===== src/hw/wdpc_pkg.sv =====
// Package for the protected watchdog control block.
// Assumes an APB slave with 32-bit data; all registers are one aligned word.
package wdpc_pkg;

   // ----------------------------------------------------------------------
   // Register map
   // ----------------------------------------------------------------------
   localparam logic [15:0] WDPC_CTRL_OFS = 16'hffb1;
   localparam logic [17:0] WDPC_CTRL_ADDR = {WDPC_CTRL_OFS, 2'b00};
   localparam logic [17:0] WDPC_CNT_ADDR = 18'h00000;
   localparam logic [17:0] WDPC_IRQ_STAT_ADDR = 18'h00004;
   localparam logic [17:0] WDPC_IRQ_MASK_ADDR = 18'h00008;

   // ----------------------------------------------------------------------
   // Control register fields
   // ----------------------------------------------------------------------
   localparam int WDPC_CNT_WEN_GUARD_BIT = 7;
   localparam int WDPC_CNT_WEN_BIT = 6;
   localparam int WDPC_CTL_WEN_GUARD_BIT = 5;
   localparam int WDPC_CTL_WEN_BIT = 4;
   localparam int WDPC_RUN_GUARD_BIT = 3;
   localparam int WDPC_RUN_BIT = 2;
   localparam int WDPC_OVF_GUARD_BIT = 1;
   localparam int WDPC_OVF_BIT = 0;
   localparam logic [7:0] WDPC_GUARD_MASK = 8'haa;
   localparam logic [7:0] WDPC_CTRL_RESET = 8'haa;
   localparam logic [7:0] WDPC_CNT_RESET = 8'h00;
   localparam logic [7:0] WDPC_CNT_MAX = 8'hff;

   // ----------------------------------------------------------------------
   // Interrupt status bits
   // ----------------------------------------------------------------------
   localparam int WDPC_IRQ_OVF_BIT = 0;
   localparam logic [1:0] WDPC_IRQ_RESET = 2'h0;

   typedef struct packed {
      logic write;
      logic [31:0] wdata;
   } wdpc_wr_s;

endpackage


===== src/hw/wdpc_top.sv =====
// Watchdog control/status register with per-bit write guards and counter.
// Assumes APB master on clk; external_reset_pin_n is an asynchronous pin input.
//
// Functional notes
// - Counter write enable changes only with guard bit 7 written 0; bit 7 reads 1.
// - Counter writes accepted only while counter write enable is 1.
// - Control write enable changes only with guard bit 5 written 0; bit 5 reads 1.
// - Run bit and overflow flag writes take effect only while control write enable is 1.
// - Run bit set by write of guard 3 zero and bit 2 one when enabled.
// - Run bit cleared by write of guard 3 zero and bit 2 zero when enabled.
// - Counter increments while run bit is 1, holds while 0.
// - Counter overflow sets overflow flag and pulses internal reset.
// - External reset pin clears the flag; watchdog reset leaves it set.
// - Flag cleared by write of guard 1 zero and bit 0 zero when enabled.
//
// The APB register port was left to the implementer.
`timescale 1ns/1ps
`default_nettype none
module wdpc_top (
   input wire logic clk,
   input wire logic arst_n,
   input wire logic external_reset_pin_n,
   input wire logic psel,
   input wire logic penable,
   input wire logic pwrite,
   input wire logic [31:0] paddr,
   input wire logic [31:0] pwdata,
   output logic [31:0] prdata,
   output logic pready,
   output logic pslverr,
   output logic wdt_reset,
   output logic irq
);
   import wdpc_pkg::*;

   // ----------------------------------------------------------------------
   // Bus decode
   // ----------------------------------------------------------------------
   wdpc_wr_s wr;
   wire access = psel && penable;
   wire sel_ctrl = paddr[17:0] == WDPC_CTRL_ADDR;
   wire sel_cnt = paddr[17:0] == WDPC_CNT_ADDR;
   wire sel_stat = paddr[17:0] == WDPC_IRQ_STAT_ADDR;
   wire sel_mask = paddr[17:0] == WDPC_IRQ_MASK_ADDR;
   wire hit = (sel_ctrl || sel_cnt || sel_stat || sel_mask) && paddr[31:18] == 14'h0000;
   assign wr = '{write: access && pwrite && hit, wdata: pwdata};
   assign pready = 1'b1;
   assign pslverr = access && !hit;

   // ----------------------------------------------------------------------
   // Pin synchroniser
   // ----------------------------------------------------------------------
   logic ext_meta_reg;
   logic ext_sync_reg;
   always_ff @(posedge clk or negedge arst_n) begin
      if (!arst_n) begin
         // Reset to the pin's idle level, so that no pin reset is seen just after release.
         ext_meta_reg <= 1'b1;
         ext_sync_reg <= 1'b1;
      end else begin
         ext_meta_reg <= external_reset_pin_n;
         ext_sync_reg <= ext_meta_reg;
      end
   end
   wire ext_reset = !ext_sync_reg;

   // ----------------------------------------------------------------------
   // Protected control bits
   // ----------------------------------------------------------------------
   logic counter_write_enable_reg;
   logic control_write_enable_reg;
   logic watchdog_run_reg;
   logic overflow_reset_flag_reg;
   logic [7:0] watchdog_counter_reg;
   logic wdt_reset_reg;
   logic [1:0] irq_stat_reg;
   logic [1:0] irq_mask_reg;
   logic [31:0] prdata_reg;

   wire ctrl_wr = wr.write && sel_ctrl;
   wire [7:0] wb = wr.wdata[7:0];
   // A guard written 1 blocks its companion bit.
   wire cnt_wen_upd = ctrl_wr && !wb[WDPC_CNT_WEN_GUARD_BIT];
   wire ctl_wen_upd = ctrl_wr && !wb[WDPC_CTL_WEN_GUARD_BIT];
   wire run_upd = ctrl_wr && control_write_enable_reg
      && !wb[WDPC_RUN_GUARD_BIT];
   wire ovf_clr = ctrl_wr && control_write_enable_reg && !wb[WDPC_OVF_GUARD_BIT]
      && !wb[WDPC_OVF_BIT];
   wire cnt_wr = wr.write && sel_cnt && counter_write_enable_reg;
   wire overflow = watchdog_run_reg && watchdog_counter_reg == WDPC_CNT_MAX && !cnt_wr;

   wire counter_write_enable_next = cnt_wen_upd ? wb[WDPC_CNT_WEN_BIT]
      : counter_write_enable_reg;
   wire control_write_enable_next = ctl_wen_upd ? wb[WDPC_CTL_WEN_BIT]
      : control_write_enable_reg;
   wire watchdog_run_next = run_upd ? wb[WDPC_RUN_BIT] : watchdog_run_reg;
   // Overflow set wins over a same-cycle software clear.
   wire overflow_reset_flag_next = overflow ? 1'b1
      : (ovf_clr ? 1'b0 : overflow_reset_flag_reg);

   // The external pin clears these control bits including the flag, but not the interrupt registers; the watchdog reset does not.
   always_ff @(posedge clk or negedge arst_n) begin
      if (!arst_n) begin
         counter_write_enable_reg <= 1'b0;
         control_write_enable_reg <= 1'b0;
         watchdog_run_reg <= 1'b0;
         overflow_reset_flag_reg <= 1'b0;
      end else if (ext_reset) begin
         counter_write_enable_reg <= 1'b0;
         control_write_enable_reg <= 1'b0;
         watchdog_run_reg <= 1'b0;
         overflow_reset_flag_reg <= 1'b0;
      end else begin
         counter_write_enable_reg <= counter_write_enable_next;
         control_write_enable_reg <= control_write_enable_next;
         watchdog_run_reg <= watchdog_run_next;
         overflow_reset_flag_reg <= overflow_reset_flag_next;
      end
   end

   // ----------------------------------------------------------------------
   // Counter and internal reset
   // ----------------------------------------------------------------------
   wire [7:0] watchdog_counter_next = cnt_wr ? wb
      : (watchdog_run_reg ? watchdog_counter_reg + 8'h01 : watchdog_counter_reg);
   always_ff @(posedge clk or negedge arst_n) begin
      if (!arst_n) begin
         watchdog_counter_reg <= WDPC_CNT_RESET;
         wdt_reset_reg <= 1'b0;
      end else if (ext_reset) begin
         watchdog_counter_reg <= WDPC_CNT_RESET;
         wdt_reset_reg <= 1'b0;
      end else begin
         watchdog_counter_reg <= watchdog_counter_next;
         wdt_reset_reg <= overflow;
      end
   end
   assign wdt_reset = wdt_reset_reg;

   // ----------------------------------------------------------------------
   // Interrupts
   // ----------------------------------------------------------------------
   wire [1:0] irq_event = {1'b0, overflow};
   wire [1:0] irq_w1c = (wr.write && sel_stat) ? wr.wdata[1:0] : 2'h0;
   wire [1:0] irq_stat_next = irq_event | (irq_stat_reg & ~irq_w1c);
   always_ff @(posedge clk or negedge arst_n) begin
      if (!arst_n) begin
         irq_stat_reg <= WDPC_IRQ_RESET;
         irq_mask_reg <= WDPC_IRQ_RESET;
      end else begin
         irq_stat_reg <= irq_stat_next;
         if (wr.write && sel_mask) begin
            irq_mask_reg <= wr.wdata[1:0];
         end
      end
   end
   assign irq = |(irq_stat_reg & irq_mask_reg);

   // ----------------------------------------------------------------------
   // Read data
   // ----------------------------------------------------------------------
   wire [7:0] ctrl_rd = WDPC_GUARD_MASK
      | {1'b0, counter_write_enable_reg, 1'b0, control_write_enable_reg,
         1'b0, watchdog_run_reg, 1'b0, overflow_reset_flag_reg};
   wire [31:0] rd_mux = sel_ctrl ? {24'h000000, ctrl_rd}
      : sel_cnt ? {24'h000000, watchdog_counter_reg}
      : sel_stat ? {30'h00000000, irq_stat_reg}
      : sel_mask ? {30'h00000000, irq_mask_reg} : 32'h00000000;
   always_ff @(posedge clk or negedge arst_n) begin
      if (!arst_n) begin
         prdata_reg <= 32'h00000000;
      end else if (psel && !penable && !pwrite) begin
         prdata_reg <= rd_mux;
      end
   end
   assign prdata = prdata_reg;
endmodule
`default_nettype wire


===== config.mk =====
export PLATFORM = sky130hd
export DESIGN_NAME = wdpc_top
export DESIGN_NICKNAME = d
export VERILOG_FILES = /design/src/hw/wdpc_pkg.sv /design/src/hw/wdpc_top.sv
export SDC_FILE = /design/constraint.sdc
export NUM_CORES = 1
export LEC_CHECK = 0
export BUFFER_PORTS_ARGS = -buffer_cell sky130_fd_sc_hd__buf_4
export CORE_MARGIN = 2
export CORE_UTILIZATION = 30
export CTS_BUF_LIST = sky130_fd_sc_hd__clkbuf_2 sky130_fd_sc_hd__clkbuf_4 sky130_fd_sc_hd__clkbuf_8
export CTS_CLUSTER_DIAMETER = 150
export DETAILED_ROUTE_END_ITERATION = 10
export PLACE_DENSITY_LB_ADDON = 0.08
export SYNTH_ARGS = -nofsm -noshare
export SYNTH_HDL_FRONTEND = slang
export SYNTH_SLANG_ARGS = --single-unit

===== constraint.sdc =====
create_clock -name clk -period 2.8 [get_ports clk]
set_clock_uncertainty 0.2 [all_clocks]
set_input_delay 0.56 -clock clk [delete_from_list [all_inputs] [get_ports clk]]
set_output_delay 0.56 -clock clk [all_outputs]
set_load 0.02 [all_outputs]

==> impl_metrics.py <==
metrics = {
    "sta": {
        "min_period_over_period_pct": 93.27,
        "rsz0062_at_grt": "no",
        "tightest_slew_ps": 515.8,
        "max_slew_margin_pct": 65.30,
        "layout_min_cycle_time_ps": 2611,
        "tns_ps": 0,
        "setup_viol": 0,
        "fmax_mhz": 382.9,
        "finalHoldViolations": 0,
        "final_max_slew_viol_count": 0,
    },
    "critical_path": {
        "critPathMaxStageDelay_ps": 410,
        "critical_path_class": "input port to output port",
        "cpMaxStageDelayCell": "nor4_1",
        "arrival_ps": 1850,
        "end_kind": "output port",
        "crit_chain": "buf_4 -> nor4_1 -> and4_2 -> a22oi_1 -> o211a_1 -> buf_4",
        "worstPathRequired_ps": 2040,
        "worstPathMaxFanout": 3,
        "path_common_cell": "buf_4",
        "worstSetupStartpointType": "input port",
    },
    "cts": {
        "cts_tree": "yes",
        "cts_inserted_buffers": 3,
        "cts_buffer_depth": 2,
        "numClockSinks": 27,
        "cts_resized": 0,
        "cts_root_buf": "clkbuf_8",
        "clk_latency_ps": 270,
        "cts.clk_slew.worst_paths_ps": 90,
        "ctsHtreeMaxLevel": 1,
    },
    "worst_hold_path": {
        "hold_class": "register to register",
    },
    "grt": {
        "grt_overflow": 0,
        "antenna_found_initial": 0,
        "grt_first_pass_wirelength_um": 7783,
        "grt_pass1_vias": 1590,
        "grt_max_degree": 28,
        "grt_use_total_pct": 14.74,
    },
    "synthesis": {
        "synth_edf_count": 0,
        "syn_avg_cell_area_um2": 8.878,
        "synth.distinct_cells": 40,
        "ys.flop_type": "dfrtp_1",
        "synth_cells": 209,
        "yosys_warnings": 0,
        "synth_seq_cells": 27,
        "synth_area_mm2": 0.001856,
        "synth-async-reset-ratio_pct": 100.0,
        "yosysSeqAreaShare_pct": 36.55,
    },
    "routing": {
        "drt-total-wl_um": 4692,
        "vias_per_cell": 4.838,
        "drt_iter0_markers": 106,
        "antenna_left": 0,
        "drt_pre_antenna_iters": 4,
        "via_count": 1669,
        "drc": 0,
        "wire_per_inst_um": 13.60,
    },
    "layout": {
        "area_delta_synth_final_pct": 27.24,
        "final_core_util_pct": 39.64,
        "drive_gt1_share_pct": 31.11,
        "num_antenna_cells": 0,
        "fin_area_mm2": 0.002361,
        "layout.nets": 342,
    },
    "floorplan": {
        "die_y_um": 82.65,
        "dieWidth_um": 82.65,
        "die-area_mm2": 0.006830,
        "core_area_mm2": 0.005956,
        "num_rows": 28,
        "io_pins": 106,
        "start_util_pct": 31.16,
    },
    "run_status": {
        "status": "completed",
    },
    "placement": {
        "io_buffers": 56,
        "post_dp_cell_area_mm2": 0.002305,
        "gp_congestion": 0.7733,
        "hpwl_um": 3767,
    },
    "power_and_ir_drop": {
        "swShare_pct": 29.41,
        "intPower_mw": 0.5917,
        "combPwrFrac_pct": 23.0,
        "powerDensity_mw_per_mm2": 355.0,
        "p_switching_mw": 0.2465,
        "vdd_ir_drop_max_mv": 0.2404,
        "clkPwrFrac_pct": 26.8,
        "p_leak_nw": 1.048,
        "power_frac_seq_pct": 50.2,
    },
    "run": {
        "drv_cap": 0,
    },
}
-- Yosys cell counts (all sizes together) (2+ instances only) --
cell / number / share of area (%)
buf: 27 / 11
nand2: 27 / 5.5
dfrtp: 25 / 34
nor4: 17 / 8.0
mux2i: 13 / 7.0
nand3: 13 / 3.5
nand4: 12 / 4.7
nor2: 12 / 2.4
a31oi: 7 / 2.4
clkbuf: 6 / 1.2
o21ai: 5 / 1.3
inv: 4 / 0.81
o22ai: 4 / 1.3
a21oi: 3 / 0.81
mux2: 3 / 1.8
nor3: 3 / 0.81
o21a: 3 / 1.2
xnor2: 3 / 1.4
conb: 2 / 0.40
dfstp: 2 / 2.8
nand2b: 2 / 0.67
nand3b: 2 / 0.81
nor2b: 2 / 0.67
-- metrics by stage --
stage	worst slack, ps	power, mW	hold WS, ps	std cells
2_1_floorplan	246.9	0.5414	64.41	232
3_3_place_gp	150.9	0.6211	145.9	340
3_5_place_dp	182.8	0.6226	147.5	340
4_1_cts	177.2	0.8527	1.494	344
5_1_grt	90.05	0.8981	164.6	345
6_report	188.6	0.8381	160.3	345
-- worst max-delay path: cells and delay by family --
kind,cells,cell delay [ps]
AO/OA/AOI/OAI,2,300
AND/OR/NAND/NOR,2,720
buffers and inverters,2,270
-- power by group through the flow --
stage	Sequential (mW)	Clock, mW	Combinational, mW
after floorplan	0.444	0	0.0971
after global placement	0.429	0	0.192
after detailed placement	0.429	0	0.194
after CTS	0.421	0.237	0.194
after global routing	0.424	0.262	0.212
final	0.420	0.225	0.193
-- cells by family (layout without fill, tap and decap cells) --
family / after synthesis / count (layout) / synth area share, %
buffers and inverters: 37 / 75 / 13.01
AND/OR/NAND/NOR: 97 / 97 / 30.14
adder cells (fa/ha/maj): 1 / 1 / 0.6742
AO/OA/AOI/OAI: 25 / 25 / 8.496
XOR/XNOR: 4 / 4 / 1.888
flip-flops: 27 / 27 / 36.55
multiplexers: 16 / 16 / 8.833
other: 2 / 25 / 0.4047
-- cell usage in the layout, fill, tap and decap left out, types with 4 or more instances in the layout --
master,count
mux2i_1,13
nand4_1,10
nor4_1,13
conb_1,25
inv_1,4
nand3_1,13
o21ai_0,5
buf_4,66
nand2_1,27
a31oi_1,7
dfrtp_1,25
o22ai_1,4
nor2_1,12
-- repair_timing --
action | 4_1_cts | 5_1_grt
hold endpoints to repair | 0 | 2
hold buffers | 0 | 1
buffers inserted | 0 | 0
-- worst paths after layout --
check                      slack, ps                    start                       to  cells after the start
setup / recovery                 190                 paddr[7]                  pslverr                      6
hold / removal                   160             ext_meta_reg             ext_sync_reg                      0
setup reg to reg                1230  watchdog_counter_reg[0]  watchdog_counter_reg[6]                      5
hold reg to reg                  160             ext_meta_reg             ext_sync_reg                      0
max in group asynchronous       1560                   arst_n             ext_meta_reg                      2
min in group asynchronous        530                   arst_n                prdata[1]                      2
-- per-layer routing --
metal / global-route usage (%) / up-vias / share of wire, %
met4: 1.475 / 0 / 0.28
met5: 0 / - / 0
met1: 19.69 / 791 / 45
met3: 2.717 / 2 / 4.5
li1: - / 838 / -
met2: 25.65 / 38 / 50
-- final cells by class --
type	instances	area, um2
Clock buffer	3	41.29
Multi-Input combinational cell	168	1022
Timing Repair Buffer	67	505.5
Fill cell	653	3595
Clock inverter	1	5.005
Inverter	4	15.01
Tap cell	75	93.84
Sequential cell	27	678.2
Note: power is estimated with default switching activity, not from simulation.
